$ cat src/pwrseq_params.svh
// constants for the power, reset and clock sequencer
// ====================================================================
// Notes on behaviour
// [RULE_01] three modes: active, idle, powerdown
// [RULE_02] idle stops execution and bus clocks only
// [RULE_03] idle ends on interrupt, nmi or reset
// [RULE_04] powerdown stops all clocks and oscillator
// [RULE_05] registers hold their contents during powerdown
// [RULE_06] only nmi or reset ends powerdown
// [RULE_07] wait on capacitor pin before resuming
// [RULE_08] pins keep state during powerdown
// [RULE_09] clock output is half input clock
// [RULE_10] external clock runs at twice core rate
// [RULE_11] reset aborts bus cycle, pins known
// [RULE_12] reset output follows reset input
// [RULE_13] reset release realigns clock, fetch FFFF0
// [RULE_14] strap low during reset selects float mode
// [RULE_15] float mode floats all pins but oscillator
// [RULE_16] upper address bits never pulled low in reset
// [RULE_17] nmi edge latched, serviced as type 2
// [RULE_18] any wake returns to active, clocks on
`ifndef PWRSEQ_PARAMS_SVH
`define PWRSEQ_PARAMS_SVH

// ====================================================================
// timing
`define PWRSEQ_CLK_PERIOD_NS 100
`define PWRSEQ_PD_MIN_WAIT_NS 1000
`define PWRSEQ_PD_MIN_WAIT_CYC ((`PWRSEQ_PD_MIN_WAIT_NS + `PWRSEQ_CLK_PERIOD_NS - 1) / `PWRSEQ_CLK_PERIOD_NS)

// ====================================================================
// fixed values
`define PWRSEQ_RESET_VECTOR 20'hFFFF0
`define PWRSEQ_NMI_TYPE 8'h02
`define PWRSEQ_CNT_W 8

`endif

$ cat src/pwrseq_pkg.sv
// types for the power, reset and clock sequencer
package pwrseq_pkg;

    typedef enum logic [2:0] {
        PWRSEQ_RESET,
        PWRSEQ_ACTIVE,
        PWRSEQ_IDLE,
        PWRSEQ_PWRDN,
        PWRSEQ_WAKE
    } pwrseq_mode_e;

    typedef logic [7:0] pwrseq_cnt_t;

    typedef struct packed {
        pwrseq_mode_e mode;
        pwrseq_cnt_t wait_cnt;
        logic clk_out;
        logic nmi_prev;
        logic nmi_pend;
        logic nmi_svc;
        logic float_mode;
        logic strap_low;
        logic fetch;
        logic pd_drive;
    } pwrseq_regs_s;

    typedef struct packed {
        logic ff1;
        logic ff2;
        logic ff3;
        logic level;
    } pwrseq_sync_s;

endpackage

$ cat src/pwrseq_top.sv
// power mode, reset and clock output sequencer
`timescale 1ns/10ps
`default_nettype none
`include "pwrseq_params.svh"

module pwrseq_top
    import pwrseq_pkg::*;
(
    input wire logic CLK_I,
    input wire logic RST_I,
    input wire logic RESET_IN_N_I,
    input wire logic NMI_I,
    input wire logic INT_REQ_I,
    input wire logic IDLE_REQ_I,
    input wire logic PWRDN_REQ_I,
    input wire logic NMI_ACK_I,
    input wire logic PD_DELAY_PIN_I,
    input wire logic TEST_STRAP_PIN_I,
    output logic PD_DELAY_PIN_O,
    output logic PD_DELAY_PIN_OE_O,
    output logic TEST_STRAP_PULLUP_O,
    output logic CLOCK_OUT_PIN_O,
    output logic EXEC_CLK_EN_O,
    output logic BUS_CLK_EN_O,
    output logic PERIPH_CLK_EN_O,
    output logic OSC_EN_O,
    output logic REG_HOLD_O,
    output logic PIN_HOLD_O,
    output logic PIN_FLOAT_O,
    output logic BUS_ABORT_O,
    output logic RESET_OUT_O,
    output logic FETCH_START_O,
    output logic [19:0] FETCH_ADDR_O,
    output logic NMI_SERVICE_O,
    output logic [7:0] NMI_TYPE_O,
    output logic [2:0] MODE_O
);

    // minimum oscillator start-up wait, in input clock cycles
    localparam pwrseq_cnt_t PD_WAIT_CYC = pwrseq_cnt_t'(`PWRSEQ_PD_MIN_WAIT_CYC);

    // ================================================================
    // pin synchronisers
    logic reset_in_n;
    logic nmi_lvl;
    logic pd_pin_lvl;
    logic strap_lvl;

    pwrseq_sync #(.RESET_VAL(1'b0)) u_sync_reset (
        .clk_i(CLK_I),
        .rst_i(RST_I),
        .async_i(RESET_IN_N_I),
        .level_o(reset_in_n)
    );

    pwrseq_sync #(.RESET_VAL(1'b0)) u_sync_nmi (
        .clk_i(CLK_I),
        .rst_i(RST_I),
        .async_i(NMI_I),
        .level_o(nmi_lvl)
    );

    pwrseq_sync #(.RESET_VAL(1'b0)) u_sync_pd (
        .clk_i(CLK_I),
        .rst_i(RST_I),
        .async_i(PD_DELAY_PIN_I),
        .level_o(pd_pin_lvl)
    );

    pwrseq_sync #(.RESET_VAL(1'b1)) u_sync_strap (
        .clk_i(CLK_I),
        .rst_i(RST_I),
        .async_i(TEST_STRAP_PIN_I),
        .level_o(strap_lvl)
    );

    // ================================================================
    // state
    pwrseq_regs_s q;
    pwrseq_regs_s d;
    logic nmi_edge;
    logic in_reset;

    assign in_reset = !reset_in_n;
    assign nmi_edge = nmi_lvl && !q.nmi_prev;

    // ================================================================
    // next state
    always_comb begin
        d = q;
        d.fetch = 1'b0;
        d.nmi_svc = 1'b0;
        d.nmi_prev = nmi_lvl;
        // nmi edge wins over a same-cycle acknowledge
        if (nmi_edge) begin
            d.nmi_pend = 1'b1; // [RULE_17]
        end else if (NMI_ACK_I) begin
            d.nmi_pend = 1'b0;
        end
        // clock output toggles each input cycle, held low in powerdown and wake and from the second reset cycle
        if (q.mode == PWRSEQ_RESET) begin
            d.clk_out = 1'b0; // [RULE_13]
        end else if (q.mode == PWRSEQ_PWRDN || q.mode == PWRSEQ_WAKE) begin
            d.clk_out = 1'b0; // [RULE_04]
        end else begin
            d.clk_out = !q.clk_out; // [RULE_09]
        end
        case (q.mode)
            PWRSEQ_RESET: begin
                d.wait_cnt = '0;
                d.pd_drive = 1'b0;
                // strap is sampled every reset cycle, latched at release
                d.strap_low = !strap_lvl; // [RULE_14]
                if (!in_reset) begin
                    d.float_mode = q.strap_low; // [RULE_14]
                    d.mode = PWRSEQ_ACTIVE;
                    d.fetch = 1'b1; // [RULE_13]
                end
            end
            PWRSEQ_ACTIVE: begin
                // a pending nmi is served before any low-power request
                if (q.nmi_pend && !q.nmi_svc && !NMI_ACK_I) begin
                    d.nmi_svc = 1'b1; // [RULE_17]
                end else if (PWRDN_REQ_I) begin
                    d.mode = PWRSEQ_PWRDN; // [RULE_01]
                    d.pd_drive = 1'b1;
                end else if (IDLE_REQ_I) begin
                    d.mode = PWRSEQ_IDLE; // [RULE_01]
                end
            end
            PWRSEQ_IDLE: begin
                // any unmasked interrupt or nmi ends idle
                if (INT_REQ_I || nmi_edge || q.nmi_pend) begin
                    d.mode = PWRSEQ_ACTIVE; // [RULE_03] [RULE_18]
                end
            end
            PWRSEQ_PWRDN: begin
                // maskable interrupts are ignored here
                if (nmi_edge || q.nmi_pend) begin
                    d.mode = PWRSEQ_WAKE; // [RULE_06]
                    d.pd_drive = 1'b0;
                    d.wait_cnt = '0;
                end
            end
            PWRSEQ_WAKE: begin
                // released capacitor must decay low and minimum wait pass
                if (q.wait_cnt < PD_WAIT_CYC) begin
                    d.wait_cnt = q.wait_cnt + pwrseq_cnt_t'(1);
                end else if (!pd_pin_lvl) begin
                    d.mode = PWRSEQ_ACTIVE; // [RULE_07] [RULE_18]
                end
            end
            default: begin
                d.mode = PWRSEQ_RESET;
            end
        endcase
        // the clock output must sit at zero from the first powerdown cycle
        if (d.mode == PWRSEQ_PWRDN) begin
            d.clk_out = 1'b0; // [RULE_04]
        end
        // reset input overrides every mode
        if (in_reset) begin
            d.mode = PWRSEQ_RESET; // [RULE_11] [RULE_03]
            d.pd_drive = 1'b0;
            d.float_mode = 1'b0;
            d.nmi_svc = 1'b0;
            d.fetch = 1'b0;
        end
    end

    // ================================================================
    // registers
    always_ff @(posedge CLK_I) begin
        if (RST_I) begin
            q <= '{
                mode: PWRSEQ_RESET,
                wait_cnt: '0,
                clk_out: 1'b0,
                nmi_prev: 1'b0,
                nmi_pend: 1'b0,
                nmi_svc: 1'b0,
                float_mode: 1'b0,
                strap_low: 1'b0,
                fetch: 1'b0,
                pd_drive: 1'b0
            };
        end else begin
            q <= d;
        end
    end

    // ================================================================
    // outputs
    logic active;
    logic frozen;

    assign active = (q.mode == PWRSEQ_ACTIVE);
    assign frozen = (q.mode == PWRSEQ_PWRDN) || (q.mode == PWRSEQ_WAKE);

    assign CLOCK_OUT_PIN_O = q.clk_out; // [RULE_09]
    assign EXEC_CLK_EN_O = active || (q.mode == PWRSEQ_RESET); // [RULE_02] [RULE_18]
    assign BUS_CLK_EN_O = active || (q.mode == PWRSEQ_RESET); // [RULE_02] [RULE_18]
    assign PERIPH_CLK_EN_O = !frozen; // [RULE_02] [RULE_04]
    assign OSC_EN_O = (q.mode != PWRSEQ_PWRDN); // [RULE_04] [RULE_15]
    assign REG_HOLD_O = frozen; // [RULE_05]
    assign PIN_HOLD_O = frozen; // [RULE_08]
    assign PIN_FLOAT_O = q.float_mode; // [RULE_15]
    assign BUS_ABORT_O = (q.mode == PWRSEQ_RESET); // [RULE_11]
    assign RESET_OUT_O = (q.mode == PWRSEQ_RESET); // [RULE_12]
    // weak pull during reset keeps the strap high unless held low from outside
    assign TEST_STRAP_PULLUP_O = (q.mode == PWRSEQ_RESET); // [RULE_14]
    // capacitor is charged high for the whole powerdown, except in float mode
    assign PD_DELAY_PIN_O = 1'b1;
    assign PD_DELAY_PIN_OE_O = q.pd_drive && !q.float_mode; // [RULE_07]
    assign FETCH_START_O = q.fetch; // [RULE_13]
    assign FETCH_ADDR_O = `PWRSEQ_RESET_VECTOR; // [RULE_13]
    assign NMI_SERVICE_O = q.nmi_svc; // [RULE_17]
    assign NMI_TYPE_O = `PWRSEQ_NMI_TYPE; // [RULE_17]
    assign MODE_O = q.mode; // [RULE_01]

endmodule

`default_nettype wire

$ cat src/pwrseq_sync.sv
// three-stage synchroniser with agreement filter
`timescale 1ns/10ps
`default_nettype none

module pwrseq_sync
    import pwrseq_pkg::*;
#(
    parameter logic RESET_VAL = 1'b0
) (
    input wire logic clk_i,
    input wire logic rst_i,
    input wire logic async_i,
    output logic level_o
);

    pwrseq_sync_s q;
    pwrseq_sync_s d;

    // ================================================================
    // next state
    always_comb begin
        d = q;
        d.ff1 = async_i;
        d.ff2 = q.ff1;
        d.ff3 = q.ff2;
        if (q.ff2 == q.ff3) begin
            d.level = q.ff3;
        end
    end

    // ================================================================
    // registers
    always_ff @(posedge clk_i) begin
        if (rst_i) begin
            q <= '{ff1: RESET_VAL, ff2: RESET_VAL, ff3: RESET_VAL, level: RESET_VAL};
        end else begin
            q <= d;
        end
    end

    assign level_o = q.level;

endmodule

`default_nettype wire

$ cat config.mk
export PLATFORM = sky130hd
export DESIGN_NAME = pwrseq_top
export DESIGN_NICKNAME = d
export VERILOG_FILES = /design/src/pwrseq_pkg.sv /design/src/pwrseq_top.sv /design/src/pwrseq_sync.sv
export VERILOG_INCLUDE_DIRS = /design/src
export SDC_FILE = /design/constraint.sdc
export NUM_CORES = 1
export LEC_CHECK = 0
export BUFFER_PORTS_ARGS = -buffer_cell sky130_fd_sc_hd__buf_2
export CORE_MARGIN = 4
export CORE_UTILIZATION = 53
export CTS_CLUSTER_DIAMETER = 30
export DETAILED_ROUTE_END_ITERATION = 10
export PLACE_DENSITY = 0.85
export SLEW_MARGIN = 20
export SYNTH_ARGS = -nofsm -noshare
export SYNTH_HDL_FRONTEND = slang
export SYNTH_SLANG_ARGS = --single-unit
$ cat constraint.sdc
create_clock -name CLK_I -period 2.45 [get_ports CLK_I]
set_clock_uncertainty 0.05 [all_clocks]
set_input_delay 0 -clock CLK_I [delete_from_list [all_inputs] [get_ports CLK_I]]
set_output_delay 0 -clock CLK_I [all_outputs]
set_load 0.005 [all_outputs]
# After elaboration in Yosys (flattened, before gate mapping)
# Cells that the tools add are included.
[totals]
register_bits = 35
latch_bits = 0
ram_bits = 0
rom_bits = 0
inputBits = 10
output_inout_bits = 46
word_cells = 91
memories = 0
[op_classes]
n_addsub = 1
multipliers = 0
div_mod_pow = 0
n_lt_le_gt_ge = 1
eq_ne = 14
shift = 0
n_mux = 19
bitwise = 3
n_reduce_logical = 27
[ops]
columns = ["op", "count"]
rows = [
  ["8-bit case mux with 3 select lines", 1],
  ["3-bit two-way mux", 7],
  ["3-bit case mux with 5 select lines", 1],
  ["11-bit two-way mux", 1],
  ["3-bit by 2-bit equality test with 1-bit output (second input constant)", 3],
  ["8-bit by 1-bit adder with 8-bit output (second input constant)", 1],
  ["8-bit by 4-bit less-than comparator with 1-bit output (second input constant)", 1],
  ["8-bit two-way mux", 1],
  ["2-bit inequality test (second input constant)", 4],
  ["1-bit zero test", 7],
  ["1-bit two-way mux", 7],
  ["3-bit nonzero test", 2],
  ["3-bit OR reduction", 2],
  ["1-bit logical OR", 5],
  ["1-bit equality test", 4],
  ["1-bit logical AND", 4],
  ["4-bit AND reduction", 1],
  ["4-bit OR reduction", 1],
  ["3-bit by 1-bit equality test with 1-bit output (second input constant)", 1],
  ["3-bit equality test (second input constant)", 1],
  ["3-bit zero test", 1],
  ["3-bit by 2-bit inequality test with 1-bit output (second input constant)", 1],
  ["1-bit inverter", 3],
  ["1-bit case mux with 3 select lines", 1],
  ["other kinds (4)", 4],
]

# Logic depth before layout (Yosys ltp)
# Gate-level depths: netlist of the first run.
[depth]
ltp_word = 8
ltp_mapped = 7
ltp_nobuf = 6

# By module
# From an unflattened synthesis of the first run, not the netlist that was laid out.
[hier_totals]
cells_unflattened = 176
hier_area_um2 = 1627.8
[by_module_without_submodules]
columns = ["module", "n_inst", "cells_per_inst", "area_each_um2", "seq_area_each_um2"]
rows = [
  ["pwrseq_top", 1, 136, 1174.9, 380.4],
  ["pwrseq_sync (u_sync_nmi ...)", 3, 10, 112.6, 80.1],
  ["pwrseq_sync (u_sync_strap)", 1, 10, 115.1, 80.1],
]

# Least setup slack after synthesis of the first run
# Ideal clock, no wire load.
[synth_path]
path_type = "register to register"
startpoint = "register q (netlist bit MODE_O[0])"
endpoint = "register q (netlist bit CLOCK_OUT_PIN_O)"
arrival_ns = 1.271
required_ns = 2.283
slack_ns = 1.012
path_stages_with_launch = 6
path_buffers = 0
synth_period_minus_slack_ns = 1.438
path_cell_list = "dfxtp_1 nand2b_1 nor4_1 or4_4 a211oi_2 nor2_1"
[synth_between]
elab_chain_len = 6
[synth_lines]
columns = ["element", "line", "text"]
rows = [
  ["from (decl)", "pwrseq_top.sv:79", "pwrseq_regs_s q;"],
  ["from (signal assigned)", "pwrseq_top.sv:175", "q <= '{"],
  ["3-bit two-way mux", "pwrseq_top.sv:127", "end else if (IDLE_REQ_I) begin"],
  ["3-bit two-way mux", "pwrseq_top.sv:124", "end else if (PWRDN_REQ_I) begin"],
  ["3-bit two-way mux", "pwrseq_top.sv:122", "if (q.nmi_pend && !q.nmi_svc && !NMI_ACK_I) begin"],
  ["3-bit case mux with 5 select lines", "pwrseq_top.sv:108", "case (q.mode)"],
  ["3-bit by 2-bit equality test with 1-bit output", "pwrseq_top.sv:158", "if (d.mode == PWRSEQ_PWRDN) begin"],
  ["4-bit OR reduction (no source line) (*)", "n/a", ""],
]
# Every way passes the cells marked *; elsewhere a longest branch is shown, timed or not. The select of a mux whose other input is x is not followed.
# A chain may end at the register's enable or synchronous reset.

# Worst setup path in the final report of the first run
[layout_path]
startpoint = "register q (netlist bit MODE_O[2])"
endpoint = "output REG_HOLD_O"
[layout_between]
elab_chain_len = 2
[layout_lines]
columns = ["element", "line", "text"]
rows = [
  ["3-bit by 2-bit equality test with 1-bit output or 3-bit equality test (tied branches)", "pwrseq_top.sv:198", "assign frozen = (q.mode == PWRSEQ_PWRDN) || (q.mode == PWRSEQ_WAKE);"],
  ["1-bit logical OR (*)", "pwrseq_top.sv:198", ""],
  ["to (decl)", "pwrseq_top.sv:27", "output logic REG_HOLD_O,"],
]
# Every way passes the cells marked *; elsewhere a longest branch is shown, timed or not.

==> Implementation_results.wiki, run 1 <==
{| class="wikitable"
! Metric !! Value
|-
| Number of maximum-capacitance violations || 0
|-
| Overall Global Routing Usage || 0.1435
|-
| Horizontal die dimension || 62.91 um
|-
| Post-synth EDFFs || 0
|-
| Worst hold path type || in2reg
|-
| Site row count || 19
|-
| Detailed-route wire length per cell || 11.58 um
|-
| Global-route wire length before repair || 4388 um
|-
| Fraction of the cycle the final worst path needs || 0.6634
|-
| Count of unique library cells instantiated by Yosys || 42
|-
| Total number of vias || 1170
|-
| Power Density || 566.3 nW/um^2
|-
| Boundary Pins || 56
|-
| Transition time at the pin with the least slew margin || 651.9 ps
|-
| Die Span Y || 62.91 um
|-
| Initial standard-cell utilization of the core || 0.5648
|-
| First-pass DRT Iterations || 4
|-
| Fraction of the core area covered by cells at the end of the flow || 0.6024
|-
| CP max FO || 10
|-
| Detailed Route Iter0 Violations || 31
|-
| Required time at the worst-slack endpoint || 2400 ps
|-
| Placeable core area || 2829 um^2
|-
| Number of nets with antenna violations after detailed routing || 0
|-
| Number of instances in the synthesized netlist || 180
|-
| TritonCTS clock tree || yes
|-
| Final sum of negative setup slack || 0 ps
|-
| Cts repair resizes || 0
|-
| Synth async-reset ratio || 0
|-
| Worst-case clock buffer depth || 2
|-
| Arrival time worst endpoint || 1580 ps
|-
| Internal power consumption || 761.6 uW
|-
| Number of clock sinks || 35
|-
| Post-Place Setup Slack || 872.0 ps
|-
| Unrepaired setup endpoints after global routing || no
|-
| Area growth from synthesis to final layout || 6.656%
|-
| Peak ir drop on the vdd network || 0.0004415 V
|-
| Clk pin slew, worst setup/hold paths || 100 ps
|-
| Maximum level of the CTS H-tree || 2
|-
| Net switching power || 203.6 uW
|-
| Fin nets || 217
|-
| Final slew viol count || 0
|-
| Flops & latches, synth || 35
|-
| Run status || completed
|-
| Port Buffers || 26
|-
| Critical path start-end classification || reg2out
|-
| Net Sw Frac || 0.2109
|-
| Kind of capture point of the worst setup path || primary output
|-
| CTS Buf Count || 5
|-
| Part of the power in the clock network || 0.360
|-
| Total half-perimeter wirelength after legalization and detailed placement || 1992 um
|-
| Source-to-sink clock delay at the later pin of the worst-skew pair || 330 ps
|-
| Residual DRC count || 0
|-
| Final weighted congestion in routability-driven placement || 0.8773
|-
| Top library cells by usage in the layout, fill and taps aside || dfxtp_1 (35), conb_1 (29), buf_2 (26)
|-
| Min Clock Period, post-route || 1625 ps
|-
| Sequential element share of the synthesized area || 0.4385
|-
| Buffer cell driving the clock tree root || clkbuf_4
|-
| DR vias/cell || 4.916
|-
| Startpoint Class || flip-flop
|-
| Congestion Overflow GR || 0
|-
| Relative slew margins || 0.5599
|-
| Layout filler cell count || 263
|-
| Number of global-route vias before repair || 989
|-
| Portion of total power attributed to combinational logic || 0.039
|-
| Final setup viols || 0
|-
| Warnings, synthesis || 0
|-
| Most common library cell in the layout ignoring fill and taps || dfxtp_1
|-
| Antenna violations before repair || 0
|-
| Largest net degree at the start of global routing || 27
|-
| Number of antenna repair diodes || 0
|-
| Final WS setup || 824.6 ps
|-
| Maximum clock frequency || 0.6152 GHz
|-
| Number of hold violations in the final report || 0
|-
| Leading register cell type out of synthesis || dfxtp_1
|-
| Area of the mapped netlist || 1598 um^2
|-
| Register share of total power || 0.601
|-
| Share of cells above drive strength 1 || 0.2029
|-
| Leak || 0.7273 nW
|-
| Total detailed-routing wirelength || 2756 um
|-
| DIE AREA || 3957 um^2
|-
| Syn avg cell area || 8.877 um^2
|}
-- metrics by stage --
stage / instance area [um^2] / instances / total power [mW] / hold slack, ps
final: 1704 / 238 / 0.9651 / 16.78
after global routing: 1704 / 238 / 1.005 / 37.23
after CTS: 1704 / 238 / 0.9745 / 7.880
after detailed placement: 1585 / 225 / 0.6236 / 134.5
after global placement: 1585 / 225 / 0.6227 / 132.0
after floorplan: 1699 / 207 / 0.6466 / 21.61
-- layer usage --
metal	vias to the layer above	share of wire	GRT usage
met4	0	0.012	0.06612
li1	596	-	-
met1	524	0.44	0.1680
met5	-	0	0
met2	45	0.45	0.2200
met3	5	0.098	0.06835
-- path summary, 6_finish.rpt --
| path | end | start | slack, ps | cells after the start |
|---|---|---|---|---|
| worst min register to register | u_sync_strap.d[1] | u_sync_strap.d[2] | 380 | 1 |
| worst max register to register | q[11] | MODE_O[2] | 840 | 5 |
| worst max-delay path | REG_HOLD_O | MODE_O[2] | 820 | 4 |
| worst min-delay path | q[9] | RST_I | 20 | 2 |
-- cells in the mapped netlist (all sizes together), types with 3 or more instances --
master,number,area [um^2]
or2,4,25.02
dfxtp,35,700.7
o21ai,7,35.03
nor3,3,15.01
a21oi,14,70.07
nand2,8,32.54
buf,37,275.3
nand2b,4,25.02
nor2b,12,75.07
inv,6,22.52
and2,3,18.77
nor2,13,48.80
a41oi,3,26.28
-- what timing repair did --
action | CTS | global route
endpoints found under the setup margin | 0 | 0
hold buffers | 5 | 0
setup buffers | 0 | 0
endpoints found under the hold margin | 6 | 0
-- cells by family (layout without fill, tap and decap cells) --
kind of cell / after synthesis / in the layout / share of synthesized area
fa+ha+maj: 1 / 1 / 0.007830
mux: 1 / 1 / 0.006265
buf+inv: 46 / 46 / 0.1934
other cells: 2 / 29 / 0.004700
compound gates: 36 / 36 / 0.1433
flops: 35 / 35 / 0.4385
simple gates: 59 / 59 / 0.2060
-- flip-flops by register name (all words and copies together) (netlist names) --
| register | count |
|---|---|
| CLOCK_OUT_PIN_O | 1 |
| FETCH_START_O | 1 |
| MODE_O | 3 |
| NMI_SERVICE_O | 1 |
| PIN_FLOAT_O | 1 |
| q | 12 |
| u_sync_nmi.d | 2 |
| u_sync_nmi.level_o | 1 |
| u_sync_nmi.q | 1 |
| u_sync_pd.d | 2 |
| u_sync_pd.level_o | 1 |
| u_sync_pd.q | 1 |
| u_sync_reset.d | 2 |
| u_sync_reset.level_o | 1 |
| u_sync_reset.q | 1 |
| u_sync_strap.d | 2 |
| u_sync_strap.level_o | 1 |
| u_sync_strap.q | 1 |
-- power groups by stage --
| stage | logic [mW] | registers, mW | clock network, mW |
|---|---|---|---|
| final | 0.0379 | 0.580 | 0.348 |
| after global routing | 0.0442 | 0.581 | 0.380 |
| after CTS | 0.0368 | 0.580 | 0.358 |
| after detailed placement | 0.0307 | 0.593 | 0 |
| after global placement | 0.0301 | 0.593 | 0 |
| after floorplan | 0.0546 | 0.592 | 0 |
-- area by class of cell --
type | instances | area, um^2 | area share
Clock buffer | 8 | 68.82 | 0.04038
Inverter | 7 | 26.28 | 0.01542
Multi-Input combinational cell | 126 | 689.4 | 0.4046
Sequential cell | 35 | 700.7 | 0.4112
Tap cell | 31 | 38.79 | 0.02276
Timing Repair Buffer | 31 | 180.2 | 0.1057
-- worst max-delay path, cell delays in order, from the launching register on --
cell and delay (ps):
dfxtp_1 530, and3b_1 260, a21oi_1 240, inv_1 80, buf_2 130
No activity file was read; power rests on OpenSTA's default activity.
==> run 2, diff against run 1 <==
--- a/config.mk
+++ b/config.mk
@@ -6,12 +6,13 @@
 export SDC_FILE = /design/constraint.sdc
 export NUM_CORES = 1
 export LEC_CHECK = 0
+export ABC_AREA = 1
 export BUFFER_PORTS_ARGS = -buffer_cell sky130_fd_sc_hd__buf_2
 export CORE_MARGIN = 4
-export CORE_UTILIZATION = 53
+export CORE_UTILIZATION = 50
 export CTS_CLUSTER_DIAMETER = 30
 export DETAILED_ROUTE_END_ITERATION = 10
-export PLACE_DENSITY = 0.85
+export PLACE_DENSITY = 0.8
 export SLEW_MARGIN = 20
 export SYNTH_ARGS = -nofsm -noshare
 export SYNTH_HDL_FRONTEND = slang
==> constraint.sdc (replaced) <==
create_clock -name CLK_I -period 1.7 [get_ports CLK_I]
set_clock_uncertainty 0.05 [all_clocks]
set_input_delay 0 -clock CLK_I [delete_from_list [all_inputs] [get_ports CLK_I]]
set_output_delay 0 -clock CLK_I [all_outputs]
set_load 0.005 [all_outputs]
==> Implementation_results.wiki, run 2 <==
{| class="wikitable"
! Metric !! Value
|-
| Final slew viol count || 0 (unchanged)
|-
| Startpoint Class || flip-flop (unchanged)
|-
| Count of unique library cells instantiated by Yosys || 27 (was 42)
|-
| Layout filler cell count || 330 (was 263)
|-
| Flops & latches, synth || 35 (unchanged)
|-
| Final WS setup || 307.2 ps (was 824.6 ps)
|-
| Number of nets with antenna violations after detailed routing || 0 (unchanged)
|-
| Critical path buffer and inverter count || 2 (unchanged)
|-
| CP max FO || 6 (was 10)
|-
| Peak ir drop on the vdd network || 0.0003926 V (was 0.0004415 V)
|-
| Cell type group with the largest total delay on the critical path || simple AND/OR/NAND/NOR gates (was flip-flops)
|-
| Unrepaired setup endpoints after global routing || no (unchanged)
|-
| TritonCTS clock tree || yes (unchanged)
|-
| Initial standard-cell utilization of the core || 0.5205 (was 0.5648)
|-
| Leading register cell type out of synthesis || dfxtp_1 (unchanged)
|-
| Detailed Route Iter0 Violations || 69 (was 31)
|-
| Number of instances in the synthesized netlist || 228 (was 180)
|-
| Final sum of negative setup slack || 0 ps (unchanged)
|-
| Total number of vias || 1289 (was 1170)
|-
| Placeable core area || 3363 um^2 (was 2829 um^2)
|-
| Source-to-sink clock delay at the later pin of the worst-skew pair || 330 ps (about the same)
|-
| Total half-perimeter wirelength after legalization and detailed placement || 2233 um (was 1992 um)
|-
| Critical path start-end classification || reg2reg (was reg2out)
|-
| Stages on worst setup path || 9 (was 4)
|-
| First-pass DRT Iterations || 6 (was 4)
|-
| Number of buffers inserted to repair setup after CTS || 0 (unchanged)
|-
| Residual DRC count || 0 (unchanged)
|-
| Area growth from synthesis to final layout || 9.936% (was 6.656%)
|-
| Worst hold path type || in2reg (unchanged)
|-
| Largest area contributor in the netlist || dfxtp_1 (unchanged)
|-
| Final weighted congestion in routability-driven placement || 0.8940 (was 0.8773)
|-
| Arrival time worst endpoint || 1580 ps (about the same)
|-
| Top library cells by usage in the layout, fill and taps aside || dfxtp_1 (35), nor2_1 (34), inv_1 (31) (was dfxtp_1 (35), conb_1 (29), buf_2 (26))
|-
| Horizontal die dimension || 67.17 um (was 62.91 um)
|-
| Area of the mapped netlist || 1750 um^2 (was 1598 um^2)
|-
| Syn avg cell area || 7.677 um^2 (was 8.877 um^2)
|-
| Number of hold violations in the final report || 0 (unchanged)
|-
| DR vias/cell || 4.212 (was 4.916)
|-
| Die Span Y || 67.17 um (was 62.91 um)
|-
| Antenna violations before repair || 0 (unchanged)
|-
| Fraction of the cycle the final worst path needs || 0.8193
|-
| Cell with the biggest individual delay on the critical path || dfxtp_1 (unchanged)
|-
| Maximum level of the CTS H-tree || 2 (unchanged)
|-
| Number of clock sinks || 35 (unchanged)
|-
| Sequential element share of the synthesized area || 0.4003 (was 0.4385)
|-
| Min Clock Period, post-route || 1393 ps
|-
| Boundary Pins || 56 (unchanged)
|-
| Area contributors post-synth || dfxtp_1 (40%), buf_4 (15%), nor2_1 (7.3%) (was dfxtp_1 (44%), buf_4 (17%), nor2b_1 (4.7%))
|-
| Hold path cells || 4 (was 2)
|-
| Final setup viols || 0 (unchanged)
|-
| Required time at the worst-slack endpoint || 1880 ps (was 2400 ps)
|-
| Kind of capture point of the worst setup path || flip-flop (was primary output)
|-
| Post-synth top area share || 0.4003 (was 0.4385)
|-
| Leak || 0.9441 nW (was 0.7273 nW)
|-
| Total detailed-routing wirelength || 2980 um (was 2756 um)
|-
| Run status || completed (unchanged)
|-
| Congestion Overflow GR || 0 (unchanged)
|-
| Port Buffers || 26 (unchanged)
|-
| Dominant cell by count in the synthesized netlist || buf_4 (unchanged)
|-
| Power Density || 731.3 nW/um^2 (was 566.3 nW/um^2)
|-
| Sequential cell area || 700.7 um^2 (unchanged)
|-
| Number of maximum-capacitance violations || 0 (unchanged)
|-
| Slowest Stage Delay on Critical Path || 470 ps (was 530 ps)
|-
| Largest net degree at the start of global routing || 16 (was 27)
|-
| Number of global-route vias before repair || 1162 (was 989)
|-
| Ordered list of cells on the worst path || inv_2 > nand3_4 > nor2_8 > inv_2 > nand2_2 > nor2_2 > nand2_1 > nand2_1 > nor2_2 (was and3b_1 > a21oi_1 > inv_1 > buf_2)
|-
| Overall Global Routing Usage || 0.1401 (was 0.1435)
|-
| DIE AREA || 4512 um^2 (was 3957 um^2)
|-
| Global-route wire length before repair || 4802 um (was 4388 um)
|-
| Largest register FFs || 12 (unchanged)
|-
| R2r worst-path depth || 9 (was 5)
|-
| Multi-input gate area in the final layout || 739.5 um^2 (was 689.4 um^2)
|-
| Fin nets || 270 (was 217)
|-
| Detailed-route wire length per cell || 9.739 um (was 11.58 um)
|-
| Warnings, synthesis || 0 (unchanged)
|-
| Clk pin slew, worst setup/hold paths || 100 ps (about the same)
|-
| Number of antenna repair diodes || 0 (unchanged)
|-
| Top reg by flops || q (unchanged)
|-
| Buffer cell driving the clock tree root || clkbuf_4 (unchanged)
|-
| Post-Place Setup Slack || 327.4 ps (was 872.0 ps)
|-
| Worst-case clock buffer depth || 2 (unchanged)
|-
| CTS Buf Count || 5 (unchanged)
|-
| Post-synth EDFFs || 0 (unchanged)
|-
| Most frequent cells after synthesis || buf_4 (36), dfxtp_1 (35), nor2_1 (34) (was buf_4 (36), dfxtp_1 (35), a21oi_1 (14))
|-
| Share of cells above drive strength 1 || 0.2269 (was 0.2029)
|-
| Maximum clock frequency || 0.7180 GHz
|-
| Most common library cell in the layout ignoring fill and taps || dfxtp_1 (unchanged)
|-
| Site row count || 21 (was 19)
|-
| Synth async-reset ratio || 0 (unchanged)
|}
run 2: cell count changes in the layout (fill, tap and decap cells not counted), moves of 5 or more:
| cell | before | now |
|---|---|---|
| nor2b_1 | 12 | 0 |
| nor2_1 | 13 | 34 |
| nand2_1 | 7 | 29 |
| a21oi_1 | 14 | 9 |
| nand3_1 | 1 | 10 |
| inv_1 | 5 | 31 |
| nor2_2 | 0 | 5 |
run 2: routing by layer:
| metal | track usage | vias up | share of wire |
|---|---|---|---|
| li1 | - | 689 | - |
| met1 | 0.1553 | 558 | 0.43 |
| met2 | 0.2479 | 34 | 0.48 |
| met3 | 0.03993 | 8 | 0.069 |
| met4 | 0.06076 | 0 | 0.019 |
| met5 | 0 | - | 0 |
run 2: where the power goes:
part	switching [mW]	internal (mW)	total, mW
Clock	0.256	0.243	0.499
Sequential	0.00403	0.831	0.835
Combinational	0.0421	0.0313	0.0734
run 2: cells by family (layout without fill, tap and decap cells):
| group | Yosys count | after routing | synth area share |
|---|---|---|---|
| simple gates | 96 | 96 | 0.2838 |
| flops | 35 | 35 | 0.4003 |
| other cells | 2 | 29 | 0.004290 |
| compound gates | 20 | 20 | 0.06433 |
| fa+ha+maj | 1 | 1 | 0.007147 |
| buf+inv | 73 | 78 | 0.2352 |
| xor+xnor | 1 | 1 | 0.005004 |
run 2: area by class of cell:
cell class / instances / share of cell area
clock buffer: 8 / 0.03576
timing repair buffer: 36 / 0.1183
multi-input combinational: 147 / 0.3843
sequential: 35 / 0.3641
inverter: 34 / 0.06762
tap: 46 / 0.02991
run 2: worst register-to-register path, cell delays in order (launching register included):
cell     delay [ps]
dfxtp_1         470
inv_2           100
nand3_4         140
nor2_8           80
inv_2            60
nand2_2          40
nor2_2          170
nand2_1          70
nand2_1          70
nor2_2           30
run 2: final timing paths:
check	start	slack, ps	endpoint
max	MODE_O[2]	310	q[9]
min	IDLE_REQ_I	9	CLOCK_OUT_PIN_O
min reg2reg	u_sync_nmi.d[2]	350	u_sync_nmi.d[1]
max reg2reg	MODE_O[2]	310	q[9]
run 2: what timing repair did:
item                      4_1_cts  5_1_grt
hold buffers                    9        0
hold endpoints to repair       12        0
gates resized for setup         0        0
run 2: per-stage QoR:
stage	hold WS (ps)	cell area, um^2	power, mW	cells	utilization
after floorplan	53.81	1852	0.9410	255	-
after global placement	134.1	1765	0.9088	289	0.5249
after detailed placement	140.9	1765	0.9103	289	0.5249
after CTS	0.8507	1924	1.423	306	0.5722
after global routing	14.22	1924	1.476	306	0.5722
final	8.837	1924	1.407	306	0.5722
